`config.mk`:
```
export PLATFORM = sky130hd
export DESIGN_NAME = ext_irq_ctrl
export DESIGN_NICKNAME = d
export VERILOG_FILES = /design/src/rtl/eic_pkg.sv /design/src/rtl/ext_irq_ctrl.sv
export SDC_FILE = /design/constraint.sdc
export NUM_CORES = 1
export LEC_CHECK = 0
export BUFFER_PORTS_ARGS = -buffer_cell sky130_fd_sc_hd__buf_2
export CAP_MARGIN = 10
export CORE_MARGIN = 2
export CORE_UTILIZATION = 28
export DETAILED_ROUTE_END_ITERATION = 10
export HOLD_SLACK_MARGIN = 0.06
export PLACE_DENSITY = 0.49
export SLEW_MARGIN = 15
export SYNTH_ARGS = -nofsm -noshare
export SYNTH_HDL_FRONTEND = slang
export SYNTH_SLANG_ARGS = --single-unit
```
`constraint.sdc`:
```
create_clock -name core_clk_i -period 6.9 [get_ports core_clk_i]
set_input_delay 1.38 -clock core_clk_i [delete_from_list [all_inputs] [get_ports core_clk_i]]
set_output_delay 1.38 -clock core_clk_i [all_outputs]
set_load 0.005 [all_outputs]
```
`src/rtl/eic_pkg.sv`:
```
`default_nettype none
package eic_pkg;

	// ----------------------------------------
	// register map (index selects the printed offset in REG_OFS, byte address = 4 * printed offset)
	// ----------------------------------------
	localparam int NREG = 27;
	localparam int IW   = 5;
	localparam int AW   = 18;

	localparam logic [IW-1:0] I_WM   = 5'h00;
	localparam logic [IW-1:0] I_PD   = 5'h01;
	localparam logic [IW-1:0] I_PA   = 5'h02;
	localparam logic [IW-1:0] I_PB   = 5'h03;
	localparam logic [IW-1:0] I_PC   = 5'h04;
	localparam logic [IW-1:0] I_STL  = 5'h05;
	localparam logic [IW-1:0] I_SH   = 5'h06;
	localparam logic [IW-1:0] I_SL   = 5'h07;
	localparam logic [IW-1:0] I_ENU  = 5'h0c;
	localparam logic [IW-1:0] I_STU  = 5'h0d;
	localparam logic [IW-1:0] I_SUH  = 5'h0e;
	localparam logic [IW-1:0] I_SUL  = 5'h0f;
	localparam logic [IW-1:0] I_PSU  = 5'h10;
	localparam logic [IW-1:0] I_PS   = 5'h11;
	localparam logic [IW-1:0] I_ENL  = 5'h12;
	localparam logic [IW-1:0] I_KM   = 5'h13;
	localparam logic [IW-1:0] I_KMA  = 5'h14;
	localparam logic [IW-1:0] I_SYS  = 5'h15;
	localparam logic [IW-1:0] I_SYS3 = 5'h16;
	localparam logic [IW-1:0] I_KBL  = 5'h17;
	localparam logic [IW-1:0] I_KBH  = 5'h18;
	localparam logic [IW-1:0] I_WKS  = 5'h19;
	localparam logic [IW-1:0] I_WSEL = 5'h1a;

	localparam logic [NREG-1:0][15:0] REG_OFS = {
		16'hfe75, 16'hfe74, 16'hfe73, 16'hfe72, 16'hfe71, 16'hfe70,
		16'hfff3, 16'hfff1, 16'hffc2, 16'hfefd, 16'hfefc, 16'hfefb,
		16'hfefa, 16'hfef9, 16'hfef8, 16'hfef7, 16'hfef6, 16'hfef5,
		16'hfef4, 16'hfeed, 16'hfeec, 16'hfeeb, 16'hfeea, 16'hfee9,
		16'hfee8, 16'hfe87, 16'hfe45};

	localparam logic [NREG-1:0][7:0] REG_RST = {
		8'h00, 8'h00, 8'h00, 8'h00, 8'h00, 8'h08,
		8'hff, 8'hbf, 8'h00, 8'h00, 8'h00, 8'h00,
		8'h00, 8'h00, 8'h00, 8'h00, 8'h00, 8'h00,
		8'h00, 8'h00, 8'h00, 8'h00, 8'h00, 8'h00,
		8'h00, 8'h00, 8'h00};

	// status low/upper, keyboard low/high and wake status clear on a written one
	localparam logic [NREG-1:0] W1C_MASK = 27'h380_2020;

	// ----------------------------------------
	// fields
	// ----------------------------------------
	localparam int SYS_MODE_LO = 4;
	localparam int SYS_RESET_SOURCE_FLAG    = 3;
	localparam int SYS_NMI_EDGE_SELECT   = 2;
	localparam int SYS3_VMS    = 0;
	localparam logic [7:0] SYS_WMASK  = 8'h17;
	localparam logic [7:0] SYS3_WMASK = 8'h01;
	localparam int PRIO_KBL_BIT  = 0;
	localparam int PRIO_KBH_BIT  = 1;
	localparam int PRIO_WAKE_BIT = 0;

	localparam logic [1:0] SENSE_LOW  = 2'h0;
	localparam logic [1:0] SENSE_FALL = 2'h1;
	localparam logic [1:0] SENSE_RISE = 2'h2;
	localparam logic [1:0] SENSE_BOTH = 2'h3;

	localparam logic [1:0] RESP_OKAY   = 2'h0;
	localparam logic [1:0] RESP_SLVERR = 2'h2;

	// ----------------------------------------
	// carriers
	// ----------------------------------------
	typedef struct packed {
		logic          awvalid;
		logic [AW-1:0] awaddr;
		logic          wvalid;
		logic [31:0]   wdata;
		logic [3:0]    wstrb;
		logic          bready;
		logic          arvalid;
		logic [AW-1:0] araddr;
		logic          rready;
	} axi_in_t;

	typedef struct packed {
		logic        awready;
		logic        wready;
		logic        bvalid;
		logic [1:0]  bresp;
		logic        arready;
		logic        rvalid;
		logic [31:0] rdata;
		logic [1:0]  rresp;
	} axi_out_t;

endpackage : eic_pkg

`default_nettype wire

```
`src/rtl/ext_irq_ctrl.sv`:
```
`timescale 1ns/1ps
`default_nettype none

module ext_irq_ctrl
	import eic_pkg::*;
(
	input  wire logic     core_clk_i,
	input  wire logic     rst_n_i,
	input  wire logic     ce_i,
	input  wire axi_in_t  axi_i,
	output var axi_out_t  axi_o,
	input  wire logic     nmi_pin_i,
	input  wire logic     nmi_ack_i,
	input  wire logic [15:0] irq_pins_i,
	input  wire logic [15:0] irq_alt_pins_i,
	input  wire logic [15:0] keyboard_input_pins_i,
	input  wire logic [7:0]  wake_event_pins_i,
	input  wire logic     wdt_reset_i,
	input  wire logic     cpu_mask_flag_i,
	input  wire logic     user_mask_flag_i,
	output logic          nmi_req_o,
	output logic          irq_o,
	output logic          irq_accept_o,
	output logic          irq_level_o,
	output logic          vector_mode_select_o,
	output logic          ctl_mode_sel_lo_o
);

	// ----------------------------------------
	// state
	// ----------------------------------------
	typedef struct packed {
		logic [NREG-1:0][7:0] regs;
		logic                 rst_cap;
		logic                 nmi_prev;
		logic                 nmi_pend;
		logic [15:0]          irq_prev;
		logic [15:0]          kin_prev;
		logic [7:0]           wake_prev;
		logic                 aw_have;
		logic                 w_have;
		logic [AW-1:0]        awaddr;
		logic [7:0]           wdata;
		logic                 wstb;
		logic                 irq;
		logic                 irq_acc;
		logic                 irq_lvl;
		axi_out_t             axo;
	} st_t;

	st_t q;
	st_t d;

	// ----------------------------------------
	// address decode
	// ----------------------------------------
	function automatic logic [IW:0] find(input logic [AW-1:0] a);
		logic [IW:0] r;
		r = '0;
		for (int k = 0; k < NREG; k++) begin
			if (a == {REG_OFS[k], 2'h0}) begin
				r = {1'b1, IW'(k)};
			end
		end
		return r;
	endfunction : find

	// ----------------------------------------
	// pin sensing
	// ----------------------------------------
	logic        vms;
	logic [7:0]  kmask_lo;
	logic [7:0]  kmask_hi;
	logic        kb_lo_act;
	logic        kb_hi_act;
	logic [31:0] sense_all;
	logic [15:0] psel_all;
	logic [15:0] pin_eff;
	logic [15:0] irq_hit;
	logic        nmi_hit;
	logic [15:0] kin_fall;
	logic [7:0]  wake_hit;

	assign vms       = q.regs[I_SYS3][SYS3_VMS];
	assign kmask_lo  = q.regs[I_KM];
	assign kmask_hi  = q.regs[I_KMA];
	assign sense_all = {q.regs[I_SUH], q.regs[I_SUL], q.regs[I_SH], q.regs[I_SL]};
	assign psel_all  = {q.regs[I_PSU], q.regs[I_PS]};

	assign kb_lo_act = ~vms & (|(~keyboard_input_pins_i[7:0] & ~kmask_lo));
	assign kb_hi_act = ~vms & (|(~keyboard_input_pins_i[15:8] & ~kmask_hi));

	for (genvar i = 0; i < 16; i++) begin : g_irq
		logic raw;
		logic gate;
		assign raw  = psel_all[i] ? irq_alt_pins_i[i] : irq_pins_i[i];
		assign gate = (i == 6) ? ~kb_lo_act : ((i == 7) ? ~kb_hi_act : 1'b1);
		// pins are active low, so a keyboard hit pulls the line low
		assign pin_eff[i] = raw & gate;

		always_comb begin
			unique case (sense_all[2*i +: 2])
				SENSE_LOW:  irq_hit[i] = ~pin_eff[i];
				SENSE_FALL: irq_hit[i] = q.irq_prev[i] & ~pin_eff[i];
				SENSE_RISE: irq_hit[i] = ~q.irq_prev[i] & pin_eff[i];
				SENSE_BOTH: irq_hit[i] = q.irq_prev[i] ^ pin_eff[i];
			endcase
		end
	end

	assign nmi_hit = q.regs[I_SYS][SYS_NMI_EDGE_SELECT] ? (~q.nmi_prev & nmi_pin_i)
	                                          : (q.nmi_prev & ~nmi_pin_i);

	assign kin_fall = q.kin_prev & ~keyboard_input_pins_i;

	assign wake_hit = (q.regs[I_WSEL] & ~q.wake_prev & wake_event_pins_i)
	                | (~q.regs[I_WSEL] & q.wake_prev & ~wake_event_pins_i);

	// ----------------------------------------
	// next state
	// ----------------------------------------
	always_comb begin
		logic [IW:0]   wd;
		logic [IW:0]   rd;
		logic [IW-1:0] idx;
		logic [39:0]   pend;
		logic [39:0]   prio;
		logic          p0;
		logic          p1;
		wd   = find(q.awaddr);
		rd   = find(axi_i.araddr);
		idx  = wd[IW-1:0];
		pend = '0;
		prio = '0;
		p0   = 1'b0;
		p1   = 1'b0;
		d    = q;

		// catch reset cause once after release
		if (!q.rst_cap) begin
			d.rst_cap = 1'b1;
			d.regs[I_SYS][SYS_RESET_SOURCE_FLAG] = ~wdt_reset_i;
		end

		// write address and data, taken in either order
		if (q.axo.awready && axi_i.awvalid) begin
			d.aw_have = 1'b1;
			d.awaddr  = axi_i.awaddr;
		end
		if (q.axo.wready && axi_i.wvalid) begin
			d.w_have = 1'b1;
			d.wdata  = axi_i.wdata[7:0];
			d.wstb   = axi_i.wstrb[0];
		end
		if (q.axo.bvalid && axi_i.bready) begin
			d.axo.bvalid = 1'b0;
		end

		if (q.aw_have && q.w_have && !q.axo.bvalid) begin
			d.aw_have    = 1'b0;
			d.w_have     = 1'b0;
			d.axo.bvalid = 1'b1;
			d.axo.bresp  = wd[IW] ? RESP_OKAY : RESP_SLVERR;
			if (wd[IW] && q.wstb) begin
				if (W1C_MASK[idx]) begin
					d.regs[idx] = q.regs[idx] & ~q.wdata;
				end else if (idx == I_SYS) begin
					d.regs[idx] = (q.regs[idx] & ~SYS_WMASK) | (q.wdata & SYS_WMASK);
				end else if (idx == I_SYS3) begin
					d.regs[idx] = (q.regs[idx] & ~SYS3_WMASK) | (q.wdata & SYS3_WMASK);
				end else begin
					d.regs[idx] = q.wdata;
				end
			end
		end

		d.axo.awready = !d.aw_have && !d.axo.bvalid;
		d.axo.wready  = !d.w_have && !d.axo.bvalid;

		// read channel: one outstanding read
		if (q.axo.arready && axi_i.arvalid) begin
			d.axo.rvalid = 1'b1;
			d.axo.rresp  = rd[IW] ? RESP_OKAY : RESP_SLVERR;
			d.axo.rdata  = rd[IW] ? {24'h000000, q.regs[rd[IW-1:0]]} : 32'h00000000;
		end else if (q.axo.rvalid && axi_i.rready) begin
			d.axo.rvalid = 1'b0;
		end
		d.axo.arready = !d.axo.rvalid;

		if (nmi_hit) begin
			d.nmi_pend = 1'b1;
		end else if (nmi_ack_i) begin
			d.nmi_pend = 1'b0;
		end
		d.nmi_prev  = nmi_pin_i;
		d.irq_prev  = pin_eff;
		d.kin_prev  = keyboard_input_pins_i;
		d.wake_prev = wake_event_pins_i;

		// sticky set after clear, so a set wins
		d.regs[I_STL] = d.regs[I_STL] | (irq_hit[7:0] & q.regs[I_ENL]);
		d.regs[I_STU] = d.regs[I_STU] | (irq_hit[15:8] & q.regs[I_ENU]);
		// keyboard flags only in extended mode
		if (vms) begin
			d.regs[I_KBL] = d.regs[I_KBL] | (kin_fall[7:0] & ~kmask_lo);
			d.regs[I_KBH] = d.regs[I_KBH] | (kin_fall[15:8] & ~kmask_hi);
		end
		d.regs[I_WKS] = d.regs[I_WKS] | (wake_hit & ~q.regs[I_WM]);

		// pending sources, gated by their enables or masks
		pend[15:0]  = {d.regs[I_STU], d.regs[I_STL]} & {d.regs[I_ENU], d.regs[I_ENL]};
		pend[31:16] = {d.regs[I_KBH], d.regs[I_KBL]} & ~{d.regs[I_KMA], d.regs[I_KM]};
		pend[39:32] = d.regs[I_WKS] & ~d.regs[I_WM];

		prio = {{8{d.regs[I_PD][PRIO_WAKE_BIT]}},
		        {8{d.regs[I_PC][PRIO_KBH_BIT]}},
		        {8{d.regs[I_PC][PRIO_KBL_BIT]}},
		        d.regs[I_PB],
		        d.regs[I_PA]};
		p1 = |(pend & prio);
		p0 = |(pend & ~prio);

		d.irq     = |pend;
		d.irq_lvl = p1;

		// mode 1 keeps level-1 open until both masks set
		if (d.regs[I_SYS][SYS_MODE_LO]) begin
			d.irq_acc = (p1 && !(cpu_mask_flag_i && user_mask_flag_i))
			         || (p0 && !cpu_mask_flag_i);
		end else begin
			d.irq_acc = (p0 || p1) && !cpu_mask_flag_i;
		end
	end

	// ----------------------------------------
	// registers
	// ----------------------------------------
	always_ff @(posedge core_clk_i or negedge rst_n_i) begin
		if (!rst_n_i) begin
			q           <= '0;
			q.regs      <= REG_RST;
			q.nmi_prev  <= 1'b1;
			q.irq_prev  <= 16'hffff;
			q.kin_prev  <= 16'hffff;
			q.wake_prev <= 8'hff;
		end else if (ce_i) begin
			q <= d;
		end
	end

	// ----------------------------------------
	// outputs
	// ----------------------------------------
	assign axi_o        = q.axo;
	assign nmi_req_o    = q.nmi_pend;
	assign irq_o        = q.irq;
	assign irq_accept_o = q.irq_acc;
	assign irq_level_o  = q.irq_lvl;
	// layout choice to the vector logic
	assign vector_mode_select_o = q.regs[I_SYS3][SYS3_VMS];
	assign ctl_mode_sel_lo_o    = q.regs[I_SYS][SYS_MODE_LO];

endmodule : ext_irq_ctrl

`default_nettype wire

```
==> results.md, run 1 <==
* Proportion of netlist area held by the largest area contributor at 28.90%
* Die boundary height at 281.5 um
* Cts-stage hold buffer count at 0
* Number of different library cells in the post-synthesis netlist at 112
* Cell leakage power at 10.86 nW
* Nature of the critical path startpoint: flop
* Non-filler instance count after layout at 3871
* Slew margin rel. at 16.91%
* Worst reg-to-reg setup slack at 760 ps
* Startpoint of the tightest hold check path: q[290]
* Most used cell, CP: sky130_fd_sc_hd__buf_4
* Capture instance of the worst register-to-register path: irq_level_o
* Met1 Track Usage GR at 46.06%
* Shortest period the worst path allows at 6139 ps
* # resized after CTS at 0
* Library cell contributing the largest single delay on the critical path: sky130_fd_sc_hd__nand4_1
* Maximum clock skew at final layout at 38.95 ps
* Global placer's final weighted congestion at 1.087
* DP HPWL at 108600 um
* Sequential cell area fraction in the yosys report at 35.85%
* Worst Setup End Kind: flop
* Data required time of the worst path at 7360 ps
* Top Ports at 188
* First-pass DRT Iterations at 8
* Cell count of the worst reg-to-reg path at 20
* Critical path, cell by cell: and4bb_1, nand4_1, buf_4, nor2_1, nor3_1, buf_4, a221o_1, a222oi_1, buf_4, a31oi_2, buf_4, a2bb2oi_1, nor2_1, nor4_2, buf_4, o2111ai_1, buf_4, a221oi_2, buf_4, a31oi_1
* FFs w/ async S/R, synth at 100.0%
* Number of global-route vias before repair at 22243
* Critical path class: flop to flop
* VDD IR-drop max at 0.2007 mV
* Hold path depth at 0
* Number of setup violations in the final report at 0
* Total of buffers placed on input and output ports at 134
* RSZ-0062 raised after global routing: no
* Clock-pin slew of the registers on the worst-case setup and hold paths at 60 ps
* Instance count after placement with tap cells included at 3791
* Total number of vias at 23557
* Power per standard cell area at 245.6 mW/mm2
* Horizontal die dimension at 281.5 um
* Average detailed-routed wire length per instance at 35.81 um
* Part of the total power dissipated in the clock network at 39.3%
* Combinational fraction of design power at 25.4%
* Wire length of the first global-routing pass at 187200 um
* Int Power at 3.970 mW
* Area contributors post-synth: sky130_fd_sc_hd__dfrtp_1, sky130_fd_sc_hd__nand2_1, sky130_fd_sc_hd__dfstp_2
* Flops & latches, synth at 306
* Number of vias per cell at 6.086
* Core Region at 0.07608 mm2
* Nets at 2979
* Slew at the pin closest to its max-slew limit at 1235 ps
* Pin count of the biggest net entering global routing at 107
* Final ANT Viol Nets at 0
* Number of antenna violations at the first check in global routing at 8
* Clock sink count at 306
* Setup Total Neg Slack at 0 ps
* CTS Buf Count at 43
* CTS H-tree depth at 2
* Leading area contributor after synthesis: sky130_fd_sc_hd__dfrtp_1
* Global-route congestion overflow total at 0
* Top fanout value on the critical path at 17
* Total die area at 0.07923 mm2
* Most instantiated library cell after synthesis: sky130_fd_sc_hd__nand2_1
* Clock root cell: sky130_fd_sc_hd__clkbuf_16
* Number of failing hold endpoints at the final stage at 0
* Fraction of final layout cells with drive strength greater than 1 at 22.50%
* Post-synth EDFFs at 0
* Initial core utilization at 28.34%
* Arrival time of data at the critical path endpoint at 6600 ps
* Top post-synthesis cells by count: sky130_fd_sc_hd__nand2_1, sky130_fd_sc_hd__dfrtp_1, sky130_fd_sc_hd__o21ai_0, sky130_fd_sc_hd__nor2_1, sky130_fd_sc_hd__a21oi_1
* Syn Inst Count at 2626
* Number of pins exceeding their max-slew limit in the final report at 0
* Busiest grt layer: met2
* Period utilisation layout at 88.97%
* Max Freq at 0.1629 GHz
* Mean area per synthesized cell at 8.210 um2
* Row Count at 101
* Synthesized cell area at 0.02156 mm2
* Worst Hold Class: flop to flop
* Dominant register cell in the synthesized netlist: sky130_fd_sc_hd__dfrtp_1
* Violation count after the first detailed-route iteration at 2967
* Clk Latency, worst-skew pair at 620 ps
* Run status: completed
* Post-route total power at 6.322 mW
* Final Routed Wirelength at 138600 um
* Overall fraction of global-route tracks in use at 34.52%
* Fraction of power spent switching nets at 37.20%
* CTS Buffer Depth at 3
* Fraction of met3 tracks used by global routing at 6.157%
* Biggest cell delay along the critical path at 770 ps
* Worst R2R Start: q[53]
* CTS tree: done
* Hold slack at 409.1 ps
* Area delta synth->final at 19.40%
* End point of the most critical hold path: q[290]
* Max-Cap Viols at 0
* Sw power at 2.352 mW
* DRC violation count after routing at 0
* Portion of total power attributed to sequential cells at 35.4%
* Setup repair bufs after CTS at 0
* Ys Warns at 0
* Global routing usage on met2 at 51.65%
==> cell families (layout without fill, tap and decap cells) <==
group                      count (synthesis)  count (layout)  share of synthesized area, %
and+or+nand+nor                          996             996                         21.84
AOI/OAI and AO/OA                        820             820                         24.75
buffers and inverters                    284             473                         6.181
other                                      1              27                       0.01739
DFF                                      306             306                         35.85
xor gates and xnor gates                   4               4                        0.1625
muxes                                    183             183                         9.344
adders and majority gates                 32              32                         1.857
==> power groups by stage <==
| stage | logic [mW] | clock network, mW | registers (mW) |
|---|---|---|---|
| finish | 1.60 | 2.48 | 2.24 |
| CTS | 1.57 | 2.52 | 2.22 |
| floorplan | 0.871 | 0 | 2.07 |
| global route | 1.65 | 2.58 | 2.25 |
| global placement | 1.55 | 0 | 2.24 |
| detailed placement | 1.56 | 0 | 2.25 |
==> worst max-delay path: cells and delay by family, from the launching register on <==
kind            cells  cell delay (ps)
simple gates        6             2260
buf+inv             7             1720
compound gates      7             1620
flops               1              380
==> flip-flops by register name (all words and copies together) (netlist names) <==
signal / count
psel_all: 16
irq_o: 1
irq_accept_o: 1
vector_mode_select_o: 1
kmask_hi: 8
ctl_mode_sel_lo_o: 1
nmi_req_o: 1
irq_level_o: 1
q: 253
kmask_lo: 8
axi_o: 15
==> metrics by stage <==
stage	worst slack [ps]	utilization [%]	cell area [um2]
2_1_floorplan	2702	-	21650
4_1_cts	1038	33.83	25740
5_1_grt	733.5	33.83	25740
3_5_place_dp	885.9	31.81	24200
3_3_place_gp	927.2	31.79	24190
6_report	760.7	33.84	25740
==> area by class of cell <==
class                           count  area, um2
Fill cell                        8016      50330
Multi-Input combinational cell   2061      12740
Sequential cell                   306       7729
Timing Repair Buffer              323       2177
Tap cell                         1030       1289
Clock buffer                       59       1236
Clock inverter                     20      305.3
Inverter                           71      266.5
Antenna cell                        1      2.502
==> worst max-delay path by stage <==
stage / from / endpoint / cells after the start / slack, ps
floorplan: keyboard_input_pins_i[14] / irq_level_o / 16 / 2700
global placement: keyboard_input_pins_i[10] / irq_level_o / 19 / 930
detailed placement: keyboard_input_pins_i[10] / irq_level_o / 19 / 890
CTS: q[53] / irq_level_o / 20 / 1040
global route: q[54] / irq_level_o / 20 / 730
finish: q[53] / irq_level_o / 20 / 760
==> metal layers <==
layer / vias to the layer above / part of all wire [%]
met3: 324 / 8.0
li1: 10000 / -
met1: 11877 / 42
met2: 1352 / 42
met4: 4 / 7.4
met5: - / 0.017
==> cell usage in the layout, fill, tap and decap left out, types with 25 or more instances in the layout <==
cell type / synthesis / final
sky130_fd_sc_hd__inv_1: 70 / 69
sky130_fd_sc_hd__nand4_1: 25 / 25
sky130_fd_sc_hd__ha_1: 32 / 32
sky130_fd_sc_hd__nand3_1: 89 / 89
sky130_fd_sc_hd__a22oi_1: 29 / 29
sky130_fd_sc_hd__mux2_2: 106 / 106
sky130_fd_sc_hd__dfrtp_1: 249 / 249
sky130_fd_sc_hd__a31oi_1: 55 / 55
sky130_fd_sc_hd__mux2i_1: 73 / 73
sky130_fd_sc_hd__nor3_1: 59 / 53
sky130_fd_sc_hd__dfstp_2: 57 / 57
sky130_fd_sc_hd__nor2_1: 225 / 222
sky130_fd_sc_hd__o21ai_0: 235 / 235
sky130_fd_sc_hd__a211oi_1: 50 / 49
sky130_fd_sc_hd__buf_4: 50 / 184
sky130_fd_sc_hd__conb_1: 1 / 26
sky130_fd_sc_hd__o22ai_1: 36 / 35
sky130_fd_sc_hd__a21oi_1: 162 / 161
sky130_fd_sc_hd__o211ai_1: 43 / 43
sky130_fd_sc_hd__clkbuf_16: 0 / 43
sky130_fd_sc_hd__buf_2: 20 / 132
sky130_fd_sc_hd__nand2_1: 408 / 408
(Power assumes the default switching activity.)
==> run 2: changes to the inputs <==
Settings changed: CORE_MARGIN 2 to 3.
==> run 2 against run 1 <==
- via count is 0.67% higher
- first-iteration DRC count increased by 5.6%
- total power decreased by 2.6%
- flip-flop and latch count is the same
- critical path depth down 4
- cell count shrank 0.36%
- utilization is 0.23 points lower
- sequential power about the same
- critical path type unchanged
- critical endpoint unchanged
- largest cell class unchanged
- highest routed layer unchanged
==> results.md, run 2 (synthesis results as in run 1) <==
* Data required time of the worst path at 7340 ps (-20 ps)
* Clock-pin slew of the registers on the worst-case setup and hold paths at 60 ps (about the same)
* Final Routed Wirelength at 137500 um (-0.82%)
* Global placer's final weighted congestion at 1.101 (+1.3%)
* VDD IR-drop max at 0.2736 mV (+36%)
* Flip-flop count of the largest register after layout at 253 (unchanged)
* Nature of the critical path startpoint: flop
* Most frequent cells in the layout: sky130_fd_sc_hd__nand2_1, sky130_fd_sc_hd__dfrtp_1, sky130_fd_sc_hd__o21ai_0, sky130_fd_sc_hd__nor2_1, sky130_fd_sc_hd__buf_4
* Total of buffers placed on input and output ports at 134 (unchanged)
* Cts-stage hold buffer count at 0 (unchanged)
* Power per standard cell area at 240.9 mW/mm2 (-1.9%)
* Number of failing hold endpoints at the final stage at 0 (unchanged)
* Shortest period the worst path allows at 5927 ps (-212.7 ps)
* First-pass DRT Iterations at 6 (-2)
* Wire length of the first global-routing pass at 186600 um (-0.32%)
* Top fanout value on the critical path at 20 (+3)
* Run status: completed
* Worst Setup End Kind: flop
* CTS Buffer Depth at 3 (unchanged)
* Cell leakage power at 10.73 nW (-1.1%)
* CTS tree: done
* Max Freq at 0.1687 GHz (+3.6%)
* Initial core utilization at 28.34% (unchanged)
* Worst Hold Class: flop to flop
* Portion of total power attributed to sequential cells at 35.9% (+0.5 points)
* Number of global-route vias before repair at 22511 (+1.2%)
* Arrival time of data at the critical path endpoint at 6370 ps (-230 ps)
* DRC violation count after routing at 0 (unchanged)
* Fraction of final layout cells with drive strength greater than 1 at 22.05% (-0.45 points)
* Number of vias per cell at 6.148 (+1.0%)
* Maximum clock skew at final layout at 34.22 ps (-4.726 ps)
* Clock sink count at 306 (unchanged)
* Period utilisation layout at 85.89% (-3.1 points)
* Average detailed-routed wire length per instance at 35.65 um (-0.46%)
* Critical path class: flop to flop
* Final ANT Viol Nets at 0 (unchanged)
* Fraction of power spent switching nets at 37.70% (+0.50 points)
* Core Region at 0.07608 mm2 (unchanged)
* # resized after CTS at 0 (unchanged)
* Number of antenna violations at the first check in global routing at 6 (-2)
* Row Count at 101 (unchanged)
* Horizontal die dimension at 283.5 um (+0.71%)
* Int Power at 3.837 mW (-3.3%)
* Number of setup violations in the final report at 0 (unchanged)
* Sw power at 2.322 mW (-1.3%)
* Overall fraction of global-route tracks in use at 33.11% (-1.4 points)
* Met1 Track Usage GR at 44.49% (-1.6 points)
* Pin count of the biggest net entering global routing at 111 (+3.7%)
* Busiest grt layer: met2
* Violation count after the first detailed-route iteration at 3133 (+5.6%)
* Die boundary height at 283.5 um (+0.71%)
* CTS H-tree depth at 2 (unchanged)
* CTS Buf Count at 40 (-7.0%)
* Setup Total Neg Slack at 0 ps (unchanged)
* Clk Latency, worst-skew pair at 610 ps (about the same)
* Global routing usage on met2 at 49.48% (-2.2 points)
* Area delta synth->final at 18.58%
* Slew at the pin closest to its max-slew limit at 1214 ps (-21.19 ps)
* DP HPWL at 106500 um (-2.0%)
* Total number of vias at 23714 (+0.67%)
* Post-route total power at 6.160 mW (-2.6%)
* Slew margin rel. at 18.34% (+1.4 points)
* Biggest register: q
* Leading cell type in the layout, fill and taps excluded: sky130_fd_sc_hd__nand2_1
* Setup repair bufs after CTS at 0 (unchanged)
* Clock root cell: sky130_fd_sc_hd__clkbuf_16
* Number of pins exceeding their max-slew limit in the final report at 0 (unchanged)
* Max-Cap Viols at 0 (unchanged)
* Fraction of met3 tracks used by global routing at 6.193% (+0.036 points)
* Hold slack at 405.1 ps (-3.994 ps)
* Nets at 2967 (-0.40%)
* Part of the total power dissipated in the clock network at 38.1% (-1.2 points)
* Combinational fraction of design power at 26.0% (+0.6 points)
* Top Ports at 188 (unchanged)
* Total die area at 0.08036 mm2 (+1.4%)
* Number of fill cells in the layout at 8064 (+0.60%)
* RSZ-0062 raised after global routing: no
* Global-route congestion overflow total at 0 (unchanged)
-- run 2: cell count changes in the layout (fill, tap and decap cells not counted), moves of 2 or more --
cell                         before  now
sky130_fd_sc_hd__clkinvlp_4       0    4
sky130_fd_sc_hd__clkinv_2         9    4
sky130_fd_sc_hd__nor4_2          10    8
sky130_fd_sc_hd__buf_4          184  175
sky130_fd_sc_hd__clkbuf_16       43   40
-- run 2: power by group through the flow --
stage / combinational (mW) / clock (mW) / sequential, mW
3_3_place_gp: 1.55 / 0 / 2.22
3_5_place_dp: 1.55 / 0 / 2.23
5_1_grt: 1.65 / 2.45 / 2.22
6_report: 1.60 / 2.35 / 2.21
4_1_cts: 1.56 / 2.38 / 2.20
2_1_floorplan: 0.871 / 0 / 2.07
-- run 2: through the flow --
stage / std cells / instance area, um2 / setup slack [ps] / utilization, %
CTS: 3856 / 25560 / 1254 / 33.59
detailed placement: 3782 / 24110 / 1258 / 31.69
floorplan: 2651 / 21650 / 2702 / -
global placement: 3782 / 24110 / 1133 / 31.69
finish: 3857 / 25560 / 973.4 / 33.60
global route: 3856 / 25560 / 938.2 / 33.60
-- run 2: cell type report --
class	instances	area [um2]	share of cell area (%)
timing repair buffer	314	2110	8.252
inverter	71	266.5	1.042
tap	1030	1289	5.041
sequential	306	7729	30.23
clock inverter	20	301.5	1.180
multi-input combinational	2061	12720	49.77
antenna	1	2.502	0.009789
clock buffer	54	1144	4.473
-- run 2: critical path: stages, from the launching register on --
cell and delay (ps):
sky130_fd_sc_hd__dfrtp_1 420, sky130_fd_sc_hd__buf_4 290, sky130_fd_sc_hd__nand4bb_1 270, sky130_fd_sc_hd__or3_1 470, sky130_fd_sc_hd__o22a_1 620, sky130_fd_sc_hd__nand3_1 560
sky130_fd_sc_hd__a31oi_1 980, sky130_fd_sc_hd__o21ai_1 440, sky130_fd_sc_hd__o21ai_0 260, sky130_fd_sc_hd__buf_4 170, sky130_fd_sc_hd__or2_2 110, sky130_fd_sc_hd__o22ai_1 90
sky130_fd_sc_hd__a221oi_1 250, sky130_fd_sc_hd__o2111ai_1 280, sky130_fd_sc_hd__a221oi_2 280, sky130_fd_sc_hd__buf_4 190, sky130_fd_sc_hd__a31oi_1 80
-- run 2: metal layers --
| metal | up-vias | routed length, um |
|---|---|---|
| met1 | 11908 | 56840 |
| li1 | 9950 | - |
| met2 | 1482 | 58240 |
| met4 | 6 | 9845 |
| met3 | 368 | 12530 |
| met5 | - | 31 |
-- run 2: worst paths after layout --
check | from | to | slack [ps] | depth (start not counted)
max reg2reg | q[57] | irq_level_o | 970 | 16
min | q[296] | q[296] | 410 | 0
max | q[57] | irq_level_o | 970 | 16
min reg2reg | q[296] | q[296] | 410 | 0
max in group asynchronous | rst_n_i | q[127] | 4740 | 2
min in group asynchronous | rst_n_i | q[68] | 840 | 1
